`src/core/ts_params.svh`:
```
`ifndef TS_PARAMS_SVH
`define TS_PARAMS_SVH

// system clock
`define TS_CLK_HZ           50000000
// conversion schedule, in milliseconds
`define TS_CONV_PERIOD_MS   100
`define TS_CONV_TIME_MS     10
// sda stuck-low time-out, least legal figure taken
`define TS_TIMEOUT_MS       75
// derived cycle counts, products sized to 64 bits
`define TS_CONV_PERIOD_CYC  ((64'd`TS_CONV_PERIOD_MS * 64'd`TS_CLK_HZ) / 64'd1000)
`define TS_CONV_TIME_CYC    ((64'd`TS_CONV_TIME_MS * 64'd`TS_CLK_HZ) / 64'd1000)
`define TS_TIMEOUT_CYC      ((64'd`TS_TIMEOUT_MS * 64'd`TS_CLK_HZ + 64'd999) / 64'd1000)
// bus target address and byte layout
`define TS_DEV_ADDR         7'h2a
`define TS_TEMP_W           11
`define TS_LSB_PAD_W        5

`endif

```
`src/core/ts_pkg.sv`:
```
package ts_pkg;
    typedef enum logic [2:0] {
        TS_IDLE,
        TS_ADDR,
        TS_DACK,
        TS_WR,
        TS_RD,
        TS_HACK
    } ts_bus_state_e;

    typedef logic [7:0] ts_byte_t;
endpackage

```
`src/core/ts_conv_if.sv`:
```
`timescale 1ns/1ps
interface ts_conv_if;
    logic run;
    logic start;
    logic busy;
    logic done;

    modport ctrl  (output run, input start, input busy, input done);
    modport sched (input run, output start, output busy, output done);
endinterface

```
`src/core/ts_conv_sched.sv`:
```
`timescale 1ns/1ps
`include "ts_params.svh"
module ts_conv_sched #(
    parameter int unsigned PERIOD_CYC = 32'(`TS_CONV_PERIOD_CYC),
    parameter int unsigned CONV_CYC   = 32'(`TS_CONV_TIME_CYC)
) (
    input  wire logic     clock,
    input  wire logic     rst_n,
    ts_conv_if.sched      conv
);
    logic [31:0] cnt_q;

    // period counter; held at zero while stopped so a restart converts at once
    always_ff @(posedge clock) begin
        if (!rst_n || !conv.run) begin
            cnt_q <= 32'h0;
        end else if (cnt_q == PERIOD_CYC - 1) begin
            cnt_q <= 32'h0;
        end else begin
            cnt_q <= cnt_q + 32'h1;
        end
    end

    // start at period head, busy for the conversion time, idle for the rest
    always_ff @(posedge clock) begin
        if (!rst_n || !conv.run) begin
            conv.start <= 1'b0;
            conv.busy  <= 1'b0;
            conv.done  <= 1'b0;
        end else begin
            conv.start <= (cnt_q == 32'h0);
            conv.done  <= conv.busy && (cnt_q == CONV_CYC);
            if (cnt_q == 32'h0) begin
                conv.busy <= 1'b1;
            end else if (cnt_q == CONV_CYC) begin
                conv.busy <= 1'b0;                           // idle, saves power
            end
        end
    end
endmodule

```
`src/core/ts_sensor.sv`:
```
`timescale 1ns/1ps
`include "ts_params.svh"
module ts_sensor #(
    parameter int unsigned PERIOD_CYC  = 32'(`TS_CONV_PERIOD_CYC),
    parameter int unsigned CONV_CYC    = 32'(`TS_CONV_TIME_CYC),
    parameter int unsigned TIMEOUT_CYC = 32'(`TS_TIMEOUT_CYC)
) (
    input  wire logic                    clock,
    input  wire logic                    rst_n,
    input  wire logic                    scl_i,
    input  wire logic                    sda_i,
    output logic                         sda_o,
    output logic                         sda_oe,
    input  wire logic                    shutdown,
    input  wire logic                    alert_mode_select,
    input  wire logic                    alert_polarity,
    input  wire logic [`TS_TEMP_W-1:0]   temp_sample,
    input  wire logic                    trip_level,
    input  wire logic                    limit_cross,
    output logic                         conv_active,
    output logic [`TS_TEMP_W-1:0]        temp_reading,
    output logic                         over_temp_alert_output,
    output logic                         over_temp_alert_oe
);
    ts_conv_if conv ();
    ts_pkg::ts_bus_state_e st_q;
    logic [2:0]  scl_s_q, sda_s_q;
    logic        scl_f_q, sda_f_q, scl_p_q, sda_p_q;
    logic        scl_rise, scl_fall, start_w, stop_w;
    logic [3:0]  bit_cnt_q;
    ts_pkg::ts_byte_t rx_q, tx_q, nxt_w;
    logic        rw_q, lsb_next_q, host_ack_q, rd_hit_q;
    logic [31:0] low_cnt_q;
    logic        timeout_w;
    logic        shdn_p_q, shdn_rise_w, alert_q, alert_d;

    ts_conv_sched #(.PERIOD_CYC(PERIOD_CYC), .CONV_CYC(CONV_CYC)) u_sched (
        .clock (clock),
        .rst_n (rst_n),
        .conv  (conv)
    );
    assign conv.run = !shutdown;

    // pin synchronisers; a change counts once stages two and three agree
    always_ff @(posedge clock) begin
        if (!rst_n) begin
            scl_s_q <= 3'h7;
            sda_s_q <= 3'h7;
            scl_f_q <= 1'b1;
            sda_f_q <= 1'b1;
            scl_p_q <= 1'b1;
            sda_p_q <= 1'b1;
        end else begin
            scl_s_q <= {scl_s_q[1:0], scl_i};
            sda_s_q <= {sda_s_q[1:0], sda_i};
            if (scl_s_q[1] == scl_s_q[2]) scl_f_q <= scl_s_q[2];
            if (sda_s_q[1] == sda_s_q[2]) sda_f_q <= sda_s_q[2];
            scl_p_q <= scl_f_q;
            sda_p_q <= sda_f_q;
        end
    end

    // bus events on the filtered lines
    assign scl_rise = scl_f_q && !scl_p_q;
    assign scl_fall = !scl_f_q && scl_p_q;
    assign start_w  = scl_f_q && scl_p_q && !sda_f_q && sda_p_q;
    assign stop_w   = scl_f_q && scl_p_q && sda_f_q && !sda_p_q;

    // stuck-low watch; host slower than 20 hz would trip it falsely
    always_ff @(posedge clock) begin
        if (!rst_n || sda_f_q) begin
            low_cnt_q <= 32'h0;
        end else if (low_cnt_q != TIMEOUT_CYC) begin
            low_cnt_q <= low_cnt_q + 32'h1;
        end
    end
    assign timeout_w = !sda_f_q && (low_cnt_q == TIMEOUT_CYC - 1);

    // bus target; sda is only pulled for our ack and for zero data bits
    always_ff @(posedge clock) begin
        if (!rst_n || timeout_w) begin
            st_q   <= ts_pkg::TS_IDLE;
            sda_oe <= 1'b0;
        end else if (stop_w) begin
            st_q   <= ts_pkg::TS_IDLE;
            sda_oe <= 1'b0;
        end else if (start_w) begin
            st_q   <= ts_pkg::TS_ADDR;
            sda_oe <= 1'b0;
        end else begin
            unique case (st_q)
                ts_pkg::TS_IDLE: ;
                ts_pkg::TS_ADDR, ts_pkg::TS_WR: begin
                    if (scl_fall && bit_cnt_q == 4'h8) begin
                        if (st_q == ts_pkg::TS_WR || rx_q[7:1] == `TS_DEV_ADDR) begin
                            st_q   <= ts_pkg::TS_DACK;
                            sda_oe <= 1'b1;
                        end else begin
                            st_q <= ts_pkg::TS_IDLE;
                        end
                    end
                end
                ts_pkg::TS_DACK: begin
                    if (scl_fall) begin
                        st_q   <= rw_q ? ts_pkg::TS_RD : ts_pkg::TS_WR;
                        sda_oe <= rw_q && !tx_q[7];
                    end
                end
                ts_pkg::TS_RD: begin
                    if (scl_fall) begin
                        if (bit_cnt_q == 4'h8) begin
                            st_q   <= ts_pkg::TS_HACK;
                            sda_oe <= 1'b0;
                        end else begin
                            sda_oe <= !tx_q[6];                  // tx_q shifts on this edge
                        end
                    end
                end
                ts_pkg::TS_HACK: begin
                    if (scl_fall) begin
                        // host nack: stay off the line whatever the next bit
                        st_q   <= host_ack_q ? ts_pkg::TS_RD : ts_pkg::TS_IDLE;
                        sda_oe <= host_ack_q && !nxt_w[7];
                    end
                end
            endcase
        end
    end

    // byte after a host ack; tx_q is stale then, so the pin must look here
    assign nxt_w = lsb_next_q ? {temp_reading[2:0], `TS_LSB_PAD_W'h0} : temp_reading[`TS_TEMP_W-1:3];

    // bit counting, shifting and the byte that goes out next
    always_ff @(posedge clock) begin
        if (!rst_n || start_w) begin
            bit_cnt_q  <= 4'h0;
            rx_q       <= 8'h00;
            tx_q       <= 8'h00;
            rw_q       <= 1'b0;
            lsb_next_q <= 1'b0;
            host_ack_q <= 1'b0;
        end else begin
            if (scl_rise && (st_q == ts_pkg::TS_ADDR || st_q == ts_pkg::TS_WR)) begin
                rx_q      <= {rx_q[6:0], sda_f_q};
                bit_cnt_q <= bit_cnt_q + 4'h1;
            end
            if (scl_rise && st_q == ts_pkg::TS_RD) bit_cnt_q <= bit_cnt_q + 4'h1;
            if (scl_rise && st_q == ts_pkg::TS_HACK) host_ack_q <= !sda_f_q;
            if (scl_fall && st_q == ts_pkg::TS_ADDR && bit_cnt_q == 4'h8) begin
                rw_q       <= rx_q[0];
                tx_q       <= temp_reading[`TS_TEMP_W-1:3];
                lsb_next_q <= 1'b1;
            end
            if (scl_fall && st_q == ts_pkg::TS_DACK) bit_cnt_q <= 4'h0;
            if (scl_fall && st_q == ts_pkg::TS_RD && bit_cnt_q != 4'h8) begin
                tx_q <= {tx_q[6:0], 1'b0};
            end
            if (scl_fall && st_q == ts_pkg::TS_HACK) begin
                bit_cnt_q  <= 4'h0;
                // high byte, then low byte padded with zeros, then wrap
                tx_q       <= nxt_w;
                lsb_next_q <= !lsb_next_q;
            end
        end
    end

    // a read address acknowledged counts as a register read
    always_ff @(posedge clock) begin
        if (!rst_n) begin
            rd_hit_q <= 1'b0;
        end else begin
            rd_hit_q <= scl_fall && st_q == ts_pkg::TS_DACK && rw_q;
        end
    end

    // latch the result at conversion end; bus reads never stall this
    always_ff @(posedge clock) begin
        if (!rst_n) begin
            temp_reading <= `TS_TEMP_W'h0;
            conv_active  <= 1'b0;
        end else begin
            conv_active <= conv.busy;
            if (conv.done) temp_reading <= temp_sample;
        end
    end

    // alert state; a new trip in the clearing cycle wins over the clear
    assign shdn_rise_w = shutdown && !shdn_p_q;
    always_comb begin
        alert_d = alert_q;
        if (!alert_mode_select) begin
            if (conv.done) alert_d = trip_level;
        end else begin
            if (rd_hit_q || shdn_rise_w) alert_d = 1'b0;
            if (conv.done && limit_cross) alert_d = 1'b1;
        end
    end

    // open-drain pin: drive low whenever the line must read low
    always_ff @(posedge clock) begin
        if (!rst_n) begin
            shdn_p_q               <= 1'b0;
            alert_q                <= 1'b0;
            over_temp_alert_output <= 1'b0;
            over_temp_alert_oe     <= 1'b0;
            sda_o                  <= 1'b0;
        end else begin
            shdn_p_q               <= shutdown;
            alert_q                <= alert_d;
            over_temp_alert_output <= 1'b0;
            over_temp_alert_oe     <= alert_d ^ alert_polarity;
            sda_o                  <= 1'b0;
        end
    end
endmodule

```
`config.mk`:
```
export PLATFORM = sky130hd
export DESIGN_NAME = ts_sensor
export DESIGN_NICKNAME = d
export VERILOG_FILES = /design/src/core/ts_pkg.sv /design/src/core/ts_conv_if.sv /design/src/core/ts_conv_sched.sv /design/src/core/ts_sensor.sv
export VERILOG_INCLUDE_DIRS = /design/src /design/src/core
export SDC_FILE = /design/constraint.sdc
export NUM_CORES = 1
export LEC_CHECK = 0
export BUFFER_PORTS_ARGS = -buffer_cell sky130_fd_sc_hd__buf_2
export CAP_MARGIN = 10
export CORE_MARGIN = 3
export CORE_UTILIZATION = 55
export DETAILED_ROUTE_END_ITERATION = 12
export PLACE_DENSITY = 0.74
export SETUP_SLACK_MARGIN = 0.15
export SLEW_MARGIN = 10
export SYNTH_ARGS = -nofsm -noshare
export SYNTH_HDL_FRONTEND = slang
export SYNTH_SLANG_ARGS = --single-unit
```
`constraint.sdc`:
```
create_clock -name clock -period 3.54 [get_ports clock]
set_input_delay 0.531 -clock clock [delete_from_list [all_inputs] [get_ports clock]]
set_output_delay 0.531 -clock clock [all_outputs]
set_load 0.02 [all_outputs]
```
Word level (Yosys, flattened, before mapping)
Cells that the tools add are included.

storage, ports and cells
  bits in registers = 119
  bits of input ports = 20
  output and inout port bits = 16
  word-level logic and storage cells = 141

operators by class
  add/sub/neg operators = 3
  equal/unequal tests = 25
  muxes and demuxes = 31
  bitwise operators = 1
  reduce and logical (&&, ||, !) cells = 56

operators with widths
  operator               number
  $add 32x1->32 const B  2
  $eq 32x19->1 const B   1
  $eq 32x22->1 const B   1
  $eq 32x23->1 const B   1
  $logic_not 32->1       1
  $mux 8                 4
  $ne 32x22->1 const B   1
  $logic_and 1x1->1      24
  $mux 3                 7
  $reduce_and 6->1       3
  $mux 1                 15
  $ne 3x3->1 const B     5
  $ne 2x2->1 const B     6
  $pmux 3 s4             1
  $logic_not 1->1        10
  $mux 4                 2
  $eq 7x6->1 const B     1
  $logic_or 1x1->1       7
  $eq 3x2->1 const B     2
  $eq 3x3->1 const B     2
  $reduce_bool 2->1      3
  $reduce_or 2->1        3
  $reduce_or 3->1        2
  $reduce_bool 5->1      1
  10 further kinds       11

Depth between registers and ports, before layout
Gate-level depths: netlist of the first run.

  depth in word-level cells = 7
  mapped depth = 9
  gate-level depth less buffers = 7

Cells and area by module
From an unflattened synthesis of the first run, not the netlist that was laid out.

unflattened totals
  cell total of the unflattened synthesis = 645
  area total of the unflattened synthesis = 5629.1 um2

modules (own cells, without submodules)
  module         times used  cells each  area an instance (um2)  seq. area each (um2)
  ts_sensor      1           439         3822.4                  1701.6
  ts_conv_sched  1           206         1806.7                  700.7

Worst setup path after synthesis of the first run
Ideal clock, no wire load.

  kind = register to register
  from = register bit_cnt_q[0]
  to = register tx_q[7]
  setup time = 0.070 ns
  arrival time = 1.863 ns
  required time = 3.470 ns
  path slack = 1.607 ns
  stages on the path, launching flop included = 9
  path buffers = 1
  period minus slack after synthesis = 1.933 ns
  path through = dfxtp_1 -> inv_1 -> ha_1 -> and3b_1 -> clkbuf_1 -> mux2i_1 -> nor3_1 -> o221ai_1 -> a21oi_1

on the way
  longest elaborated chain between the ends = 4
  elaborated cells between the ends (all ways) = 7
  classes of those cells = eq/ne (2); mux (2); reduce/logical (3)

RTL lines
  item                      line              text
  start: declaration        ts_sensor.sv:30   logic [3:0] bit_cnt_q;
  start signal: assignment  ts_sensor.sv:145  bit_cnt_q <= bit_cnt_q + 4'h1;
  start signal: assignment  ts_sensor.sv:147  if (scl_rise && st_q == ts_pkg::TS_RD) bit_cnt_q <= bit_cnt_q + 4'h1;
  $ne 4x4->1                ts_sensor.sv:155  if (scl_fall && st_q == ts_pkg::TS_RD && bit_cnt_q != 4'h8) begin
  $logic_and 1x1->1         ts_sensor.sv:155
  $mux 8                    ts_sensor.sv:155
  $mux 8                    ts_sensor.sv:158  if (scl_fall && st_q == ts_pkg::TS_HACK) begin
  end signal: assignment    ts_sensor.sv:151  tx_q <= temp_reading[`TS_TEMP_W-1:3];
  end signal: assignment    ts_sensor.sv:156  tx_q <= {tx_q[6:0], 1'b0};
  end signal: assignment    ts_sensor.sv:161  tx_q <= nxt_w;
  end: declaration          ts_sensor.sv:31   ts_pkg::ts_byte_t rx_q, tx_q, nxt_w;

Parallel ways exist; a longest one is shown, timed or not.
A chain may end at the register's enable or synchronous reset.

Worst setup path in the final report of the first run
  from = register low_cnt_q[1]
  to = register low_cnt_q[28]

on the way
  longest elaborated chain between the ends = 1
  elaborated cells between the ends (all ways) = 2
  classes of those cells = add/sub (1); eq/ne (1)

RTL lines
  item                                                  line                              text
  start: declaration                                    ts_sensor.sv:33                   logic [31:0] low_cnt_q;
  start signal: assignment                              ts_sensor.sv:74                   low_cnt_q <= low_cnt_q + 32'h1;
  $add 32x1->32 / $ne 32x22->1 (equally long branches)  ts_sensor.sv:74, ts_sensor.sv:73

Parallel ways exist; a longest one is shown, timed or not.

==> flow_summary.ini, run 1 <==
[outcome]
status = finished, final reports clean

[sta]
tightest_slew_ps = 1210
fmax_mhz = 418
slew_viol_final = 0
finalCritPeriodShare_pct = 67.6
skew_ps = 14.1
rsz0062_at_grt = no
finalSetupViolCount = 0
fin_setup_tns_ps = 0
finalHoldViolCount = 0
min_period_ps = 2390
relSlewSlack_pct = 19.6
hold_ws_ps = 219

[route]
wl_per_cell_um = 14.2
via_count = 4541
routed_via_density = 5.68
ant_nets = 0
drt_iter0_markers = 264
totalWireLength_um = 11300
firstDrtPassIters = 5
drc = 0

[floorplanning]
row_count = 35
fp.coreArea_um2 = 9420
die_area_um2 = 11100
die_x_um = 105
start_util_pct = 57.5
die_h_um = 105
boundaryPins = 36

[synth]
yosys_warnings = 0
synthSimpleGateAreaFrac_pct = 30.6
synth_ff_type = dfxtp_1
ys_types = 61
synth_edf_count = 0
synth_cells = 630
synth_top_family_by_area = simple AND/OR/NAND/NOR gates
ys_async_sr_fraction_pct = 0
netlist.top_cell.by_area = dfxtp_1
synth_compound_area_share_pct = 8.53
syn_area_um2 = 5410
synth_top_area_share_pct = 44.0
yosys-top-cells-count = 119 x dfxtp_1, 88 x nor2_1, 49 x nand2_1
seq_area_frac_synth_pct = 44.0
yosys.area_share.adder_pct = 1.39
syn_avg_cell_area_um2 = 8.59
synthMostInstantiatedCell = dfxtp_1
yosys-mux-area-fraction_pct = 3.35
yosys-top-cells-area = dfxtp_1 44%, nor2_1 6.1%, xor2_1 4.7%
ys_ff_latch = 119
synth_xor_area_share_pct = 8.90

[global_route]
grt_usage_pct = 21.6
grt_pass1_wl_um = 19700
grt-ovfl-total = 0
grt_pass1_vias = 4340
grt_max_degree = 34
antenna_found_initial = 0

[cts]
clk_latency_ps = 530
cts_hold_buf = 0
cts_tree = done
post_cts_resized = 0
cts.clk_slew.worst_paths_ps = 60
htree_levels = 4
cts-root-buf = clkbuf_8
post_cts_buffers = 0
clock-sinks = 119
cts_buffers = 17
clockBufferDepth = 2

[finish]
multiInputGateArea_um2 = 2860
nFillCells = 759
layout.nets = 683
seq_area_um2 = 2380
diodes = 0
drive_gt1_share_pct = 12.2
syn_to_final_growth_pct = 15.4

[setup_path]
arrival_ps = 2820
cp-end-kind = flip-flop
critPathSlowestCell = nor4_1
max_stage_delay_ps = 560
worstPathRequired_ps = 3970
start_kind = flip-flop
critPathTopFamily = simple AND/OR/NAND/NOR gates
cp_cell_sequence = ha_1 -> nand3_1 -> nor4_1 -> nand4_1 -> or3_1 -> a21oi_1
path_class = flip-flop to flip-flop
critical_path_buf_inv_count = 0
crit_fanout = 7

[power]
leakagePower_nw = 2.10
vdd_drop_max_v = 0.000307
powerDensity_nw_per_um2 = 505

[placement]
dp_hpwl_um = 7570
globalplace.congestion = 0.895
numPortBuffers = 33

[run]
cap_violations = 0

[min_path]
min_path_type = input pin to flip-flop
[where the power goes]
part	leakage [nW]	internal [mW]	switching [mW]	total [mW]
Clock	0.286	1.13	0.611	1.74
Combinational	0.858	0.0252	0.0353	0.0605
Sequential	0.961	1.35	0.0112	1.36
[path summary, 6_finish.rpt]
check,start,to,slack (ps),cells past startpoint
max,low_cnt_q[1]$_SDFFE_PP0P_,low_cnt_q[28]$_SDFFE_PP0P_,1150,6
min,scl_i,scl_s_q[0]$_SDFF_PN1_,220,2
max reg2reg,low_cnt_q[1]$_SDFFE_PP0P_,low_cnt_q[28]$_SDFFE_PP0P_,1150,6
min reg2reg,scl_s_q[0]$_SDFF_PN1_,scl_s_q[1]$_SDFF_PN1_,410,1
[kinds of logic (layout without fill, tap and decap cells)]
| kind of cell | Yosys count | in the layout |
|---|---|---|
| other | 1 | 2 |
| AO/OA/AOI/OAI | 75 | 75 |
| multiplexers | 18 | 18 |
| buffers and inverters | 43 | 82 |
| XOR/XNOR | 55 | 55 |
| flip-flops | 119 | 119 |
| AND/OR/NAND/NOR | 313 | 313 |
| adder cells (fa/ha/maj) | 6 | 6 |
[routing by layer]
metal,global-route usage [%],vias up,part of all wire [%]
met3,6.18,19,3.8
met1,26.9,2160,46
met2,35.6,114,48
met5,0,-,0
met4,8.06,0,1.7
li1,-,2248,-
[metrics by stage]
| stage | util [%] | instances | total power, mW | worst slack, ps | area [µm²] |
|---|---|---|---|---|---|
| 2_1_floorplan | - | 631 | 1.43 | 1610 | 5420 |
| 3_3_place_gp | 59.9 | 767 | 1.45 | 1420 | 5640 |
| 3_5_place_dp | 59.9 | 767 | 1.45 | 1190 | 5640 |
| 4_1_cts | 66.4 | 799 | 3.18 | 1150 | 6250 |
| 5_1_grt | 66.4 | 799 | 3.25 | 933 | 6250 |
| 6_report | 66.4 | 799 | 3.16 | 1150 | 6250 |
[flip-flops by register name (all words and copies together) (netlist names), 3 cells and up]
register       flops
bit_cnt_q          4
low_cnt_q         32
rx_q               8
scl_s_q            3
sda_s_q            3
st_q               3
temp_reading      11
tx_q               8
u_sched.cnt_q     32
[placed cells by master (no fill, tap or decap), types with 3 or more instances in the layout]
| cell | instances |
|---|---|
| xor2_1 | 29 |
| nand2b_1 | 17 |
| a21oi_1 | 28 |
| or4_1 | 4 |
| nor4_1 | 15 |
| nor3b_1 | 3 |
| bufinv_16 | 3 |
| ha_1 | 6 |
| clkbuf_16 | 16 |
| a221oi_1 | 7 |
| clkbuf_8 | 4 |
| and4_1 | 4 |
| nor2_1 | 88 |
| inv_1 | 16 |
| or3_1 | 10 |
| and3_1 | 5 |
| dfxtp_1 | 119 |
| o21ai_0 | 19 |
| a22oi_1 | 3 |
| mux2i_1 | 17 |
| clkinvlp_4 | 4 |
| xnor2_1 | 26 |
| nand3_1 | 34 |
| and2_1 | 5 |
| nand2_1 | 49 |
| buf_2 | 33 |
| nand4_1 | 19 |
| nor2b_1 | 16 |
| nor3_1 | 21 |
[final cells by class]
class | count | area share [%]
timing repair buffer | 34 | 2.76
clock buffer | 21 | 7.35
sequential | 119 | 38.1
multi-input combinational | 469 | 45.8
tap | 129 | 2.58
clock inverter | 11 | 2.36
inverter | 16 | 0.961
Note: power is estimated with default switching activity, not from simulation.
==> inputs of run 2 (changes only) <==
==> constraint.sdc (replaced) <==
create_clock -name clock -period 2.25 [get_ports clock]
set_input_delay 0.3375 -clock clock [delete_from_list [all_inputs] [get_ports clock]]
set_output_delay 0.3375 -clock clock [all_outputs]
set_load 0.02 [all_outputs]
==> flow_summary.ini, run 2 (same netlist as run 1, synthesis figures left out) <==
[cts]
htree_levels = 4
cts.clk_slew.worst_paths_ps = 60
cts_tree = done
clock-sinks = 119
cts_buffers = 17
clk_latency_ps = 520
cts-root-buf = clkbuf_8
clockBufferDepth = 2

[setup_path]
start_kind = flip-flop
critPathTopFamily = simple AND/OR/NAND/NOR gates
critPathSlowestCell = or4_1
path_class = flip-flop to flip-flop
cp_cell_sequence = and4_2 -> nand3_2 -> or3_4 -> or4_1 -> a21oi_1
cp-end-kind = flip-flop
arrival_ps = 2470
regToRegSetupSlack_ps = 230
critical_path_buf_inv_count = 0
max_stage_delay_ps = 470
crit_fanout = 6
worstPathRequired_ps = 2700

[route]
drc = 0
wl_per_cell_um = 13.8
via_count = 4579
routed_via_density = 5.58
totalWireLength_um = 11300
drt_iter0_markers = 297
firstDrtPassIters = 5
ant_nets = 0

[finish]
fin_area_um2 = 6470
multiInputGateArea_um2 = 2910
layout.nets = 705
mostFrequentLayoutCell = dfxtp_1
diodes = 0
nFillCells = 725
seq_area_um2 = 2380
final_cell_mix = 117 x dfxtp_1, 88 x nor2_1, 49 x nand2_1, 33 x nand3_1, 33 x buf_2
syn_to_final_growth_pct = 19.5
drive_gt1_share_pct = 16.2
top_regs = low_cnt_q: 32 flops, u_sched.cnt_q: 32 flops, temp_reading: 11 flops

[sta]
finalSetupViolCount = 0
relSlewSlack_pct = 65.9
min_period_ps = 2020
tightest_slew_ps = 512
finalCritPeriodShare_pct = 90.0
fmax_mhz = 494
rsz0062_at_grt = yes
slew_viol_final = 0
skew_ps = 7.38
finalHoldViolCount = 0
fin_setup_tns_ps = 0

[floorplanning]
die_x_um = 105
die_area_um2 = 11100
boundaryPins = 36
row_count = 35
fp.coreArea_um2 = 9420
die_h_um = 105
start_util_pct = 57.5

[global_route]
grt_max_degree = 34
antenna_found_initial = 0
grt_pass1_wl_um = 20100
grt_pass1_vias = 4450
grt-ovfl-total = 0
grt_usage_pct = 21.7

[min_path]
min_path_type = input pin to flip-flop

[power]
vdd_drop_max_v = 0.000657
powerDensity_nw_per_um2 = 762
leakagePower_nw = 2.25

[placement]
globalplace.congestion = 0.914
dp_hpwl_um = 7780
numPortBuffers = 33
placed_area_um2 = 5790

[outcome]
status = finished, final reports clean

[run]
cap_violations = 0
## run 2: cell types whose count changed in the layout (fill, tap and decap cells not counted), moves of 2 or more
cell,delta
clkbuf_8,-3
clkinv_4,+3
dfxtp_2,+2
dlygate4sd3_1,+2
dfxtp_1,-2
nor4_4,+2
buf_4,+19
## run 2: stage by stage
step | hold slack [ps] | power (mW) | worst slack [ps] | std cells | util, %
global route | 20.8 | 5.10 | 131 | 821 | 68.7
finish | 37.1 | 4.93 | 225 | 821 | 68.7
global placement | 392 | 2.29 | 232 | 785 | 61.5
CTS | 17.5 | 4.97 | 179 | 819 | 68.1
detailed placement | 397 | 2.29 | 122 | 785 | 61.5
floorplan | 386 | 2.25 | 317 | 631 | -
## run 2: per-layer routing
metal	GRT usage (%)	up-vias	part of all wire [%]	wire length (µm)
met5	0	-	0	0
met4	6.84	0	0.89	101
met3	6.05	11	4.1	462
met2	35.4	99	48	5430
met1	27.8	2158	47	5320
li1	-	2311	-	-
## run 2: area by class of cell
cell class              instances  area share, %
multi-input cells             469           45.0
flip-flops and latches        119           36.9
clock buffers                  17           6.40
repair buffers                 56           5.49
clock inverters                15           2.79
well taps                     129           2.50
inverters                      16          0.929
## run 2: path summary, 6_finish.rpt
check,depth (start not counted),start,end
worst max-delay path,5,u_sched.cnt_q[15]$_SDFF_PP0_,u_sched.cnt_q[31]$_SDFF_PP0_
worst min-delay path,2,shutdown,u_sched.conv.done$_SDFF_PP0_
worst max register to register,5,u_sched.cnt_q[15]$_SDFF_PP0_,u_sched.cnt_q[31]$_SDFF_PP0_
worst min register to register,1,sda_s_q[0]$_SDFF_PN1_,sda_s_q[1]$_SDFF_PN1_
## run 2: where the power goes
group / internal [mW] / switching [mW] / total, mW
clock: 1.69 / 0.992 / 2.68
combinational: 0.0519 / 0.0652 / 0.117
sequential: 2.12 / 0.0112 / 2.13
total: 3.86 / 1.07 / 4.93
## run 2: timing repair
item / in CTS / in global routing
hold buffers: 2 / 0
setup buffers: 0 / 2
hold endpoints to repair: 2 / 0
endpoints found under the setup margin: 3 / 18
pin swaps: 0 / 3
gates resized for setup: 1 / 10
==> inputs of run 3 (changes only) <==
--- a/config.mk
+++ b/config.mk
@@ -9,9 +9,9 @@
 export BUFFER_PORTS_ARGS = -buffer_cell sky130_fd_sc_hd__buf_2
 export CAP_MARGIN = 10
 export CORE_MARGIN = 3
-export CORE_UTILIZATION = 55
+export CORE_UTILIZATION = 25
 export DETAILED_ROUTE_END_ITERATION = 12
-export PLACE_DENSITY = 0.74
+export PLACE_DENSITY = 0.41
 export SETUP_SLACK_MARGIN = 0.15
 export SLEW_MARGIN = 10
 export SYNTH_ARGS = -nofsm -noshare
==> flow_summary.ini, run 3 (same netlist as run 1, synthesis figures left out) <==
[global_route]
antenna_found_initial = 0
grt_max_degree = 34
grt.busiest_layer = met2
grt_usage_pct = 11.2
grt_use_met1_pct = 14.3
grt_pass1_vias = 4423
grt_pass1_wl_um = 21900
grtUsageMet3_pct = 3.09
grt-ovfl-total = 0
use_met2_pct = 18.2

[floorplanning]
row_count = 53
die_x_um = 153
die_h_um = 153
boundaryPins = 36
fp.coreArea_um2 = 21200
die_area_um2 = 23500
start_util_pct = 25.6

[placement]
globalplace.congestion = 0.818
post-place-ws_ps = 214
numPortBuffers = 33
dp_hpwl_um = 9150

[cts]
htree_levels = 4
clock-sinks = 119
cts-root-buf = clkbuf_16
cts_buffers = 17
clockBufferDepth = 2
cts.clk_slew.worst_paths_ps = 60
cts_hold_buf = 0
clk_latency_ps = 410
cts_tree = done

[min_path]
min_path_type = input pin to flip-flop

[run]
cap_violations = 0

[power]
clock_power_share_pct = 53.8
switchingPower_mw = 1.15
seqPwrFrac_pct = 43.9
leakagePower_nw = 2.27
internal-power_mw = 3.71
powerDensity_nw_per_um2 = 730
vdd_drop_max_v = 0.000385
switching_share_pct = 23.6
share_comb_of_total_power_pct = 2.3

[route]
routed_via_density = 4.62
wl_per_cell_um = 13.0
firstDrtPassIters = 4
drt_iter0_markers = 210
drc = 0
via_count = 4504
ant_nets = 0
totalWireLength_um = 12700

[finish]
diodes = 0
seq_area_um2 = 2390
multiInputGateArea_um2 = 2910
drive_gt1_share_pct = 17.5
final_cell_mix = 114 x dfxtp_1, 88 x nor2_1, 49 x nand2_1, 33 x nand3_1, 33 x buf_2
layout.nets = 712
top_regs = low_cnt_q: 32 flops, u_sched.cnt_q: 32 flops, temp_reading: 11 flops
syn_to_final_growth_pct = 23.0
nFillCells = 2170
mostFrequentLayoutCell = dfxtp_1

[setup_path]
path_class = flip-flop to flip-flop
arrival_ps = 2320
max_stage_delay_ps = 490
critPathSlowestCell = or4_1
worstPathRequired_ps = 2600
start_kind = flip-flop
crit_fanout = 8
critPathTopFamily = simple AND/OR/NAND/NOR gates
critical_path_buf_inv_count = 0
cp-end-kind = flip-flop
cp_cell_sequence = and4_4 -> nand4_4 -> or3_4 -> or4_1 -> a21oi_2

[sta]
relSlewSlack_pct = 61.5
finalCritPeriodShare_pct = 87.3
min_period_ps = 1970
fin_setup_tns_ps = 0
tightest_slew_ps = 573
fmax_mhz = 509
slew_viol_final = 0
skew_ps = 9.36
hold_ws_ps = 120
setup_ws_ps = 285
rsz0062_at_grt = yes
finalHoldViolCount = 0
finalSetupViolCount = 0

[outcome]
status = finished, final reports clean
run 3: cell count changes in the layout (fill, tap and decap cells not counted), sizes merged:
cell,change
buf,+9
bufinv,-2
clkinv,-4
dlygate4sd3,-2
inv,+6
run 3: worst paths after layout:
check / from / to / slack [ps] / cells past startpoint
worst min register to register: sda_s_q[0]$_SDFF_PN1_ / sda_s_q[1]$_SDFF_PN1_ / 410 / 1
worst max register to register: u_sched.cnt_q[8]$_SDFF_PP0_ / u_sched.cnt_q[31]$_SDFF_PP0_ / 280 / 5
worst max-delay path: u_sched.cnt_q[8]$_SDFF_PP0_ / u_sched.cnt_q[31]$_SDFF_PP0_ / 280 / 5
worst min-delay path: scl_i / scl_s_q[0]$_SDFF_PN1_ / 120 / 2
run 3: per-stage QoR:
stage                     area [µm²]  utilization, %  std cells  total power, mW
after global routing            6660            31.5        974             5.05
after CTS                       6570            31.0        968             4.94
after floorplan                 5420               -        631             2.25
final                           6660            31.5        974             4.86
after global placement          6000            28.3        936             2.29
after detailed placement        6000            28.3        936             2.29
run 3: final cells by class:
| type | count | share of cell area [%] |
|---|---|---|
| inverters | 16 | 0.902 |
| flip-flops and latches | 119 | 35.9 |
| clock inverters | 15 | 2.16 |
| clock buffers | 17 | 6.39 |
| repair buffers | 63 | 5.86 |
| multi-input cells | 469 | 43.6 |
| well taps | 275 | 5.17 |
run 3: timing repair:
action / in CTS / in global routing
setup endpoints to repair: 0 / 18
resized for setup: 0 / 13
endpoints found under the hold margin: 0 / 0
setup buffers: 0 / 6
run 3: power groups by stage:
| stage | Clock [mW] | Sequential (mW) | Combinational [mW] |
|---|---|---|---|
| 4_1_cts | 2.70 | 2.13 | 0.114 |
| 2_1_floorplan | 0 | 2.17 | 0.0741 |
| 3_5_place_dp | 0 | 2.18 | 0.113 |
| 3_3_place_gp | 0 | 2.18 | 0.113 |
| 6_report | 2.61 | 2.13 | 0.112 |
| 5_1_grt | 2.79 | 2.13 | 0.127 |
run 3: metal layers:
| layer | vias up | routed length, µm |
|---|---|---|
| met5 | - | 0 |
| met1 | 2119 | 6300 |
| met2 | 61 | 5850 |
| li1 | 2311 | - |
| met4 | 0 | 161 |
| met3 | 13 | 407 |
